### src/hdl/conv_ctrl_pkg.sv
package conv_ctrl_pkg;

	// ****************************************
	// Timing
	// ****************************************
	localparam int CLK_PERIOD_NS = 8;
	// Conversion time in ns (plain default, not a documented figure)
	localparam int CONV_TIME_NS = 4000;
	localparam int CONV_CYCLES = (CONV_TIME_NS + CLK_PERIOD_NS - 1) / CLK_PERIOD_NS;
	localparam int CONV_CNT_W = 12;

	// ****************************************
	// Geometry and reset values
	// ****************************************
	localparam int NUM_CHANNELS = 8;
	localparam int SAMPLE_W = 18;
	localparam logic BUSY_RST = 1'b0;
	localparam logic PWR_DOWN_RST = 1'b0;

	typedef enum logic [1:0] {
		ST_IDLE = 2'b00,
		ST_CONVERT = 2'b01,
		ST_DOWN = 2'b11
	} conv_state_t;

endpackage : conv_ctrl_pkg

### src/hdl/conv_power_ctrl.sv
`timescale 1ns/100ps
`default_nettype none

module conv_power_ctrl
	import conv_ctrl_pkg::*;
#(
	parameter int CONV_LEN = CONV_CYCLES,
	parameter int CH = NUM_CHANNELS,
	parameter int DW = SAMPLE_W
) (
	// Clock and reset
	input wire logic I_CORE_CLK,
	input wire logic I_RST,
	// Host pins
	input wire logic I_CONVERSION_START_INPUT,
	input wire logic I_POWER_DOWN_INPUT,
	input wire logic I_IO_MODE_SELECT,
	input wire logic I_CS_N,
	// Echo clock from the serial shifter
	input wire logic I_ECHO_CLOCK_NEXT,
	// Analog front end, as digitised positive and negative inputs per channel
	input wire logic [CH*DW-1:0] I_CH_POS,
	input wire logic [CH*DW-1:0] I_CH_NEG,
	// Status outputs
	output logic O_BUSY,
	output logic O_POWERED_DOWN,
	output logic O_DIFF_IO_MODE,
	output logic O_SAMPLE_HOLD,
	output logic O_GLOBAL_RESET,
	output logic O_ECHO_CLOCK_OUTPUT,
	output logic [CH*DW-1:0] O_RESULT,
	output logic O_RESULT_VALID
);

	// ****************************************
	// Input synchronisation
	// ****************************************
	logic cnv_s, pd_s, mode_s, cs_n_s;
	logic cnv_prev_q, pd_prev_q;
	logic glob_rst_q;
	logic rst_all;

	// Global reset acts like the external reset below, except on the synchroniser, the edge history and the mode flop
	assign rst_all = I_RST | glob_rst_q;

	pin_sync #(.WIDTH(4)) u_sync (
		.clk(I_CORE_CLK),
		.rst(I_RST),
		.d({I_CONVERSION_START_INPUT, I_POWER_DOWN_INPUT, I_IO_MODE_SELECT, I_CS_N}),
		.q({cnv_s, pd_s, mode_s, cs_n_s})
	);

	// Edge history on the synchronised pins; the global reset leaves it alone,
	// since power-down is still high then and a cleared history would see a false rise
	always_ff @(posedge I_CORE_CLK) begin
		if (I_RST) begin
			cnv_prev_q <= 1'b0;
			pd_prev_q <= 1'b0;
		end else begin
			cnv_prev_q <= cnv_s;
			pd_prev_q <= pd_s;
		end
	end

	logic cnv_rise, pd_rise;
	// Chip select deliberately absent from the start term
	assign cnv_rise = cnv_s & ~cnv_prev_q;
	assign pd_rise = pd_s & ~pd_prev_q;

	// ****************************************
	// Conversion state machine
	// ****************************************
	conv_state_t state_q, state_d;
	logic [CONV_CNT_W-1:0] cnt_q;
	logic done;
	assign done = (state_q == ST_CONVERT) && (cnt_q == CONV_CNT_W'(CONV_LEN - 1));

	// Next state: power-down wins over a new start but never cuts a conversion
	always_comb begin
		state_d = state_q;
		case (state_q)
			ST_IDLE: begin
				if (pd_s) begin
					state_d = ST_DOWN;
				end else if (cnv_rise) begin
					state_d = ST_CONVERT;
				end
			end
			ST_CONVERT: begin
				if (done) begin
					state_d = pd_s ? ST_DOWN : ST_IDLE;
				end
			end
			ST_DOWN: begin
				if (!pd_s) begin
					state_d = ST_IDLE;
				end
			end
			default: state_d = ST_IDLE;
		endcase
	end

	always_ff @(posedge I_CORE_CLK) begin
		if (rst_all) begin
			state_q <= ST_IDLE;
		end else begin
			state_q <= state_d;
		end
	end

	// Conversion length counter
	always_ff @(posedge I_CORE_CLK) begin
		if (rst_all || state_q != ST_CONVERT) begin
			cnt_q <= '0;
		end else begin
			cnt_q <= cnt_q + CONV_CNT_W'(1);
		end
	end

	// Busy follows the converting state, from a flop
	always_ff @(posedge I_CORE_CLK) begin
		if (rst_all) begin
			O_BUSY <= BUSY_RST;
			O_SAMPLE_HOLD <= 1'b0;
			O_POWERED_DOWN <= PWR_DOWN_RST;
		end else begin
			O_BUSY <= (state_d == ST_CONVERT);
			O_SAMPLE_HOLD <= (state_d == ST_CONVERT);
			O_POWERED_DOWN <= (state_d == ST_DOWN);
		end
	end

	// ****************************************
	// Simultaneous sampling
	// ****************************************
	// One capture strobe for all channels keeps them aligned in time
	always_ff @(posedge I_CORE_CLK) begin
		if (rst_all) begin
			O_RESULT <= '0;
			O_RESULT_VALID <= 1'b0;
		end else begin
			O_RESULT_VALID <= done;
			if (state_q == ST_IDLE && state_d == ST_CONVERT) begin
				for (int i = 0; i < CH; i++) begin
					O_RESULT[i*DW +: DW] <= I_CH_POS[i*DW +: DW] - I_CH_NEG[i*DW +: DW];
				end
			end
		end
	end

	// ****************************************
	// Double power-down global reset
	// ****************************************
	logic pd_armed_q;
	// Armed by a power-down rise, disarmed by any conversion
	always_ff @(posedge I_CORE_CLK) begin
		if (rst_all) begin
			pd_armed_q <= 1'b0;
			glob_rst_q <= 1'b0;
		end else begin
			glob_rst_q <= 1'b0;
			if (state_q == ST_CONVERT) begin
				pd_armed_q <= 1'b0;
			end else if (pd_rise) begin
				if (pd_armed_q) begin
					glob_rst_q <= 1'b1;
					pd_armed_q <= 1'b0;
				end else begin
					pd_armed_q <= 1'b1;
				end
			end
		end
	end

	// Pulse reported out for one cycle; the clearing reset is this same flop
	assign O_GLOBAL_RESET = glob_rst_q;

	// ****************************************
	// I/O mode and echo clock
	// ****************************************
	// Mode pin is a strap; sampled after release so no port feeds a reset value
	always_ff @(posedge I_CORE_CLK) begin
		if (I_RST) begin
			O_DIFF_IO_MODE <= 1'b0;
		end else begin
			O_DIFF_IO_MODE <= mode_s;
		end
	end

	// Busy falling forces the echo clock low; otherwise shifter drives it, gated by chip select
	always_ff @(posedge I_CORE_CLK) begin
		if (rst_all) begin
			O_ECHO_CLOCK_OUTPUT <= 1'b0;
		end else if (state_q == ST_CONVERT && state_d != ST_CONVERT) begin
			O_ECHO_CLOCK_OUTPUT <= 1'b0;
		end else begin
			O_ECHO_CLOCK_OUTPUT <= I_ECHO_CLOCK_NEXT & ~cs_n_s;
		end
	end

	// ****************************************
	// Assertions
	// ****************************************
	property p_pd_blocks;
		@(posedge I_CORE_CLK) disable iff (rst_all)
		(state_q == ST_DOWN && cnv_rise) |=> !O_BUSY;
	endproperty
	a_pd_blocks: assert property (p_pd_blocks) else $error("start accepted while down");

	property p_finish_first;
		@(posedge I_CORE_CLK) disable iff (rst_all)
		(state_q == ST_CONVERT && pd_s && !done) |=> state_q == ST_CONVERT;
	endproperty
	a_finish_first: assert property (p_finish_first) else $error("conversion cut");

	property p_start_busy;
		@(posedge I_CORE_CLK) disable iff (rst_all)
		(state_q == ST_IDLE && !pd_s && cnv_rise) |=> O_BUSY && O_SAMPLE_HOLD;
	endproperty
	a_start_busy: assert property (p_start_busy) else $error("start missed");

	property p_busy_len;
		@(posedge I_CORE_CLK) disable iff (rst_all)
		$rose(O_BUSY) |-> O_BUSY [*8];
	endproperty
	a_busy_len: assert property (p_busy_len) else $error("busy too short");

	property p_echo_low;
		@(posedge I_CORE_CLK) disable iff (rst_all)
		$fell(O_BUSY) |-> !O_ECHO_CLOCK_OUTPUT;
	endproperty
	a_echo_low: assert property (p_echo_low) else $error("echo clock not low");

	property p_mode;
		@(posedge I_CORE_CLK) disable iff (I_RST)
		mode_s |=> O_DIFF_IO_MODE;
	endproperty
	a_mode: assert property (p_mode) else $error("mode not followed");

	property p_valid_busy;
		@(posedge I_CORE_CLK) disable iff (rst_all)
		O_RESULT_VALID |-> $past(O_BUSY) && !O_BUSY;
	endproperty
	a_valid_busy: assert property (p_valid_busy) else $error("result out of step");

	property p_cs_free;
		@(posedge I_CORE_CLK) disable iff (rst_all)
		(cs_n_s && state_q == ST_IDLE && !pd_s && cnv_rise) |=> O_BUSY;
	endproperty
	a_cs_free: assert property (p_cs_free) else $error("start gated by select");

endmodule : conv_power_ctrl

`default_nettype wire

### src/hdl/pin_sync.sv
`timescale 1ns/100ps
`default_nettype none

// ****************************************
// Two-flop synchroniser for pin inputs
// ****************************************
module pin_sync #(
	parameter int WIDTH = 1
) (
	input wire logic clk,
	input wire logic rst,
	input wire logic [WIDTH-1:0] d,
	output logic [WIDTH-1:0] q
);
	logic [WIDTH-1:0] meta_q;

	// First stage is read only by the second stage
	always_ff @(posedge clk) begin
		if (rst) begin
			meta_q <= '0;
			q <= '0;
		end else begin
			meta_q <= d;
			q <= meta_q;
		end
	end
endmodule : pin_sync

`default_nettype wire

### config.mk
export PLATFORM = sky130hd
export DESIGN_NAME = conv_power_ctrl
export DESIGN_NICKNAME = d
export VERILOG_FILES = /design/src/hdl/conv_ctrl_pkg.sv /design/src/hdl/conv_power_ctrl.sv /design/src/hdl/pin_sync.sv
export SDC_FILE = /design/constraint.sdc
export NUM_CORES = 1
export LEC_CHECK = 0
export BUFFER_PORTS_ARGS = -buffer_cell sky130_fd_sc_hd__buf_4
export CAP_MARGIN = 5
export CELL_PAD_IN_SITES_DETAIL_PLACEMENT = 1
export CELL_PAD_IN_SITES_GLOBAL_PLACEMENT = 1
export CORE_MARGIN = 4
export CORE_UTILIZATION = 35
export CTS_CLUSTER_SIZE = 28
export DETAILED_ROUTE_END_ITERATION = 10
export PLACE_DENSITY = 0.82
export SYNTH_ARGS = -nofsm -noshare
export SYNTH_HDL_FRONTEND = slang
export SYNTH_HIERARCHICAL = 1
export SYNTH_SLANG_ARGS = --single-unit
### constraint.sdc
create_clock -name I_CORE_CLK -period 4.5 [get_ports I_CORE_CLK]
set_clock_uncertainty 0.2 [all_clocks]
set_input_delay 0 -clock I_CORE_CLK [delete_from_list [all_inputs] [get_ports I_CORE_CLK]]
set_output_delay 0 -clock I_CORE_CLK [all_outputs]
set_load 0.02 [all_outputs]
* After elaboration in Yosys (flattened, before gate mapping)
Cells that the tools add are included.
Storage, ports and cells: output and inout bits 151, register bits 175, logic and storage cells 54, input bits 295
Operators by class: reductions and logical operators 8, $add $sub $neg 9, muxes and demuxes 8, equal/unequal tests 7, bitwise gates (word level) 8
Operators with widths (count):
- subtractor 18 bit | 8
- adder 12 x 1 -> 12 bit (second input constant) | 1
- == test 12 x 9 -> 1 bit (second input constant) | 1
- two-way mux 2 bit | 5
- one-hot mux 2 bit (3 select lines) | 1
- == test 2 x 1 -> 1 bit (second input constant) | 2
- == test 2 bit (second input constant) | 2
- != test 2 x 1 -> 1 bit (second input constant) | 2
- NOT 1 bit | 4
- OR reduction 2 bit | 2
- AND 1 bit | 3
- logical AND 1 bit | 3
- OR reduction 3 bit | 1
- logical NOT 2 bit | 1
- two-way mux 1 bit | 2
- logical OR 1 bit | 1
- bitwise OR 1 bit | 1

* Depth between registers and ports, before layout
depth after elaboration 8, gate-level depth with buffers 11

* Modules after synthesis
Netlist, hierarchy kept.
By module, submodules not included:
- conv_power_ctrl | sequential area each 3343.2 um^2, times used 1, area each 12074.1 um^2, cells an instance 1593
- pin_sync | sequential area each 160.2 um^2, times used 1, area each 210.2 um^2, cells an instance 16

* Worst setup path before layout
Ideal clock, no wire load.
kind input -> register, start point in I_CH_POS[126], end point reg O_RESULT[140], path buffers 0, required time 4.226 ns, arrival time 1.973 ns, slack 2.253 ns, stages on the path 11, cell sequence inv_1 ha_1 fa_1 nand2b_1 a211oi_1 nor3b_1 o31ai_1 a21o_1 a21oi_1 xor2_1 o21ai_0
On the way: cells in the longest elaborated chain, start to end 1
RTL lines:
- from (decl) | line conv_power_ctrl.sv:22 | input wire logic [CH*DW-1:0] I_CH_POS,
- subtractor 18 bit | line conv_power_ctrl.sv:145 | O_RESULT[i*DW +: DW] <= I_CH_POS[i*DW +: DW] - I_CH_NEG[i*DW +: DW];
- to (signal, indexed assignment) | line conv_power_ctrl.sv:145
- to (decl) | line conv_power_ctrl.sv:31 | output logic [CH*DW-1:0] O_RESULT,
Every way passes these cells. A chain may end at the register's enable or synchronous reset.

* Final worst setup path
start point reg state_q[0], end point reg O_RESULT[11]
On the way: cells in the longest elaborated chain, start to end 6, elaborated cells between the ends (all ways) 11
RTL lines:
- from (decl) | line conv_power_ctrl.sv:73 | conv_state_t state_q, state_d;
- from (signal assigned) | line conv_power_ctrl.sv:107 | state_q <= state_d;
- == test 2 x 1 -> 1 bit | line conv_power_ctrl.sv:76, conv_power_ctrl.sv:81
- logical AND 1 bit | line conv_power_ctrl.sv:76 | assign done = (state_q == ST_CONVERT) && (cnt_q == CONV_CNT_W'(CONV_LEN - 1));
- two-way mux 2 bit | line conv_power_ctrl.sv:90 | if (done) begin
- one-hot mux 2 bit (3 select lines) | line conv_power_ctrl.sv:81 | case (state_q)
- == test 2 x 1 -> 1 bit | line conv_power_ctrl.sv:143 | if (state_q == ST_IDLE && state_d == ST_CONVERT) begin
- logical AND 1 bit * | line conv_power_ctrl.sv:143
Mark *: on every way between the ends. The rest lies on a longest branch, timed or not.

==> results.tsv <==
metric	value	unit
grt ovf	0	
Final Power	5040	uW
Worst Hold Depth	5	
die span in x	195	um
1st-pass router iterations	5	
Synth-to-Final Area Change	56.3	%
die area	38200	um2
count of different cell masters after synthesis	57	
CP endpoint kind	flip-flop	
top cells by area, synth	dfxtp_1 29%, ha_1 14%, a21oi_1 7.3%	
Top Metal Used	met4	
GP Congestion	0.896	
Avg WL per Cell	21.1	um
EDFF count, synth	0	
critical-path cell list	or3b_1 -> or3_4 -> nor2_2 -> nand4_1 -> dlygate4sd3_1 -> nand3_1 -> dlygate4sd3_1	
Mapped Cells	1609	
DRC	0	
Core Area	34500	um2
Post-synth top cells	235 x nand2_1, 179 x a21oi_1, 175 x dfxtp_1	
Setup crit start kind	flip-flop	
H-Tree Depth	4	
clk slew on worst S/H paths	80	ps
Metal-1 WL	21.2	mm
maximum clock frequency	0.242	GHz
worst skew pair latency	430	ps
layout cells sized above 1	21.6	%
final non-filler cell total	2755	
area share of the largest cell type after synthesis	28.5	%
post-synthesis adder-cell area fraction	15.3	%
drt total wl	58.2	mm
Mapped Avg Cell Area	7.63	um2
Final setup viols	0	
initial antenna violation count	2	
FF+latch area	3500	um2
CP Data Required Time	4680	ps
clk buf depth	2	
final slew viol count	0	
slowest CP cell	nor2_2	
vias in the first global route	16600	
status	finished, violations left	
R2R depth	7	
max-cap violations	0	
nets@finish	2725	
final setup TNS	0	ps
PwrDens	262	nW/um2
WP data arrival	4320	ps
setup bufs post-CTS	0	
crit path time final	4140	ps
Final ANT Viol Nets	0	
Largest stage delay, worst path	970	ps
worst hold path type	in2reg	
Rel. slew slack	18.6	%
cell with the most instances after synthesis	nand2_1	
# rows	68	
mux cell area share after synthesis	0	%
# placed instances	2467	
PortBufs	445	
Final Hold Vio Count	1	
simple-gate share of the synthesized area	18.6	%
most frequent CP cell	dlygate4sd3_1	
vias per cell	5.36	
met2 WL	30.2	mm
Syn Nets	2049	
Resize count post-CTS	0	
Initial Util	35.6	%
post-DP HPWL	37.5	mm
Yosys top cell by area	dfxtp_1	
Most used DFF post-synth	dfxtp_1	
Synth Warn #	6	
Mapped Area	12300	um2
compound-cell area share of the yosys netlist	22.7	%
vias post-DR	14800	
static leakage	0.00898	uW
FFs w/ async S/R, synth	0	%
CP bufs+invs	2	
Worst Tran Pin Value	1220	ps
Sink Count	175	
Largest delay share family, worst path	simple AND/OR/NAND/NOR gates	
Total GRT Usage	29.0	%
critical path class	reg2reg	
violated checks	hold timing	
CTS tree	built	
IR drop worst, VDD	0.236	mV
XOR/XNOR Fraction of Synth Area	8.77	%
area occupied by multi-input gates	8040	um2
Tcrit/Tclk final	91.9	%
sequential area share after synthesis	28.5	%
DR WL met3	3.51	mm
unrepaired setup endpoints after global routing	false	
first-pass GRT wire length	90.0	mm
cell depth of the worst setup path	7	
# IOs	446	
fillers	4194	
Synth Register Bits	175	
Root Driver	clkbuf_16	
largest net degree at the start of global routing	92	
Die Span Y	195	um
TritonCTS Buffers	17	
Iteration-0 DRC Markers	633	
largest family of logic cells by synthesized area	compound AO/OA/AOI/OAI gates	
final hold slack	-1.14	ps
crit-path max FO	91	
-- cells by family after synthesis --
kind of cell | after synthesis
and+or+nand+nor | 503
DFF | 175
xor gates and xnor gates | 123
adders and majority gates | 145
AOI/OAI and AO/OA | 463
buffers and inverters | 200
-- flip-flops by register name, summed over array words and instances (netlist names) --
signal	flops
O_RESULT_VALID	1
O_DIFF_IO_MODE	1
O_SAMPLE_HOLD	1
pd_armed_q	1
state_q	2
u_sync/meta_q	4
cnt_q	12
cnv_prev_q	1
pd_prev_q	1
O_ECHO_CLOCK_OUTPUT	1
O_RESULT	144
O_POWERED_DOWN	1
O_GLOBAL_RESET	1
u_sync/q	4
-- cell usage in the layout, fill, tap and decap left out, drive strengths merged, types with 25 or more instances in the layout --
cell / instances
dlygate4sd3: 254
nor3: 25
xnor2: 62
nor2: 99
xor2: 61
ha: 137
o21a: 25
o21ai: 114
buf: 449
a211oi: 34
nand3: 41
inv: 162
nand2: 236
nor2b: 30
dfxtp: 175
a21o: 27
a21oi: 179
-- final timing paths --
check	startpoint	slack, ps	end
min	I_CH_NEG[13]	-1	O_RESULT[13]$_SDFFE_PP0P_
min reg2reg	u_sync/q[0]$_SDFF_PP0_	210	O_ECHO_CLOCK_OUTPUT$_SDFF_PP0_
max	state_q[0]$_SDFF_PP0_	360	O_RESULT[11]$_SDFFE_PP0P_
max reg2reg	state_q[0]$_SDFF_PP0_	360	O_RESULT[11]$_SDFFE_PP0P_
-- cell type report --
class	count	share of cell area (%)
Clock buffer	17	2.22
Sequential cell	175	18.2
Tap cell	455	2.96
Clock inverter	15	0.873
Multi-Input combinational cell	1234	41.9
Antenna cell	2	0.0261
Inverter	154	3.01
Timing Repair Buffer	703	30.8
-- metal layers --
layer / GRT usage [%] / vias up
li1: - / 6887
met1: 29.4 / 7104
met2: 54.9 / 588
met3: 6.57 / 187
met4: 15.4 / 0
met5: 0 / -
-- power breakdown --
| group | switching [uW] | internal (uW) |
|---|---|---|
| sequential | 42.6 | 1610 |
| clock | 765 | 749 |
| combinational | 969 | 901 |
-- through the flow --
step	setup WS [ps]	util, %	area (um2)
floorplan	2250	-	12300
global placement	1510	46.5	16100
detailed placement	1420	46.5	16100
CTS	438	55.6	19200
global route	198	55.6	19200
finish	364	55.6	19200
-- what timing repair did --
| action | CTS | global route |
|---|---|---|
| endpoints found under the hold margin | 152 | 0 |
| hold buffers | 254 | 0 |
| setup endpoints to repair | 0 | 0 |
-- worst register-to-register path, delay by kind of cell, from the launching register on --
family,cells,cell delay [ps]
AND/OR/NAND/NOR,5,2370
buffers and inverters,2,1170
flip-flops,1,340
Power figures use the tool's default switching activity.
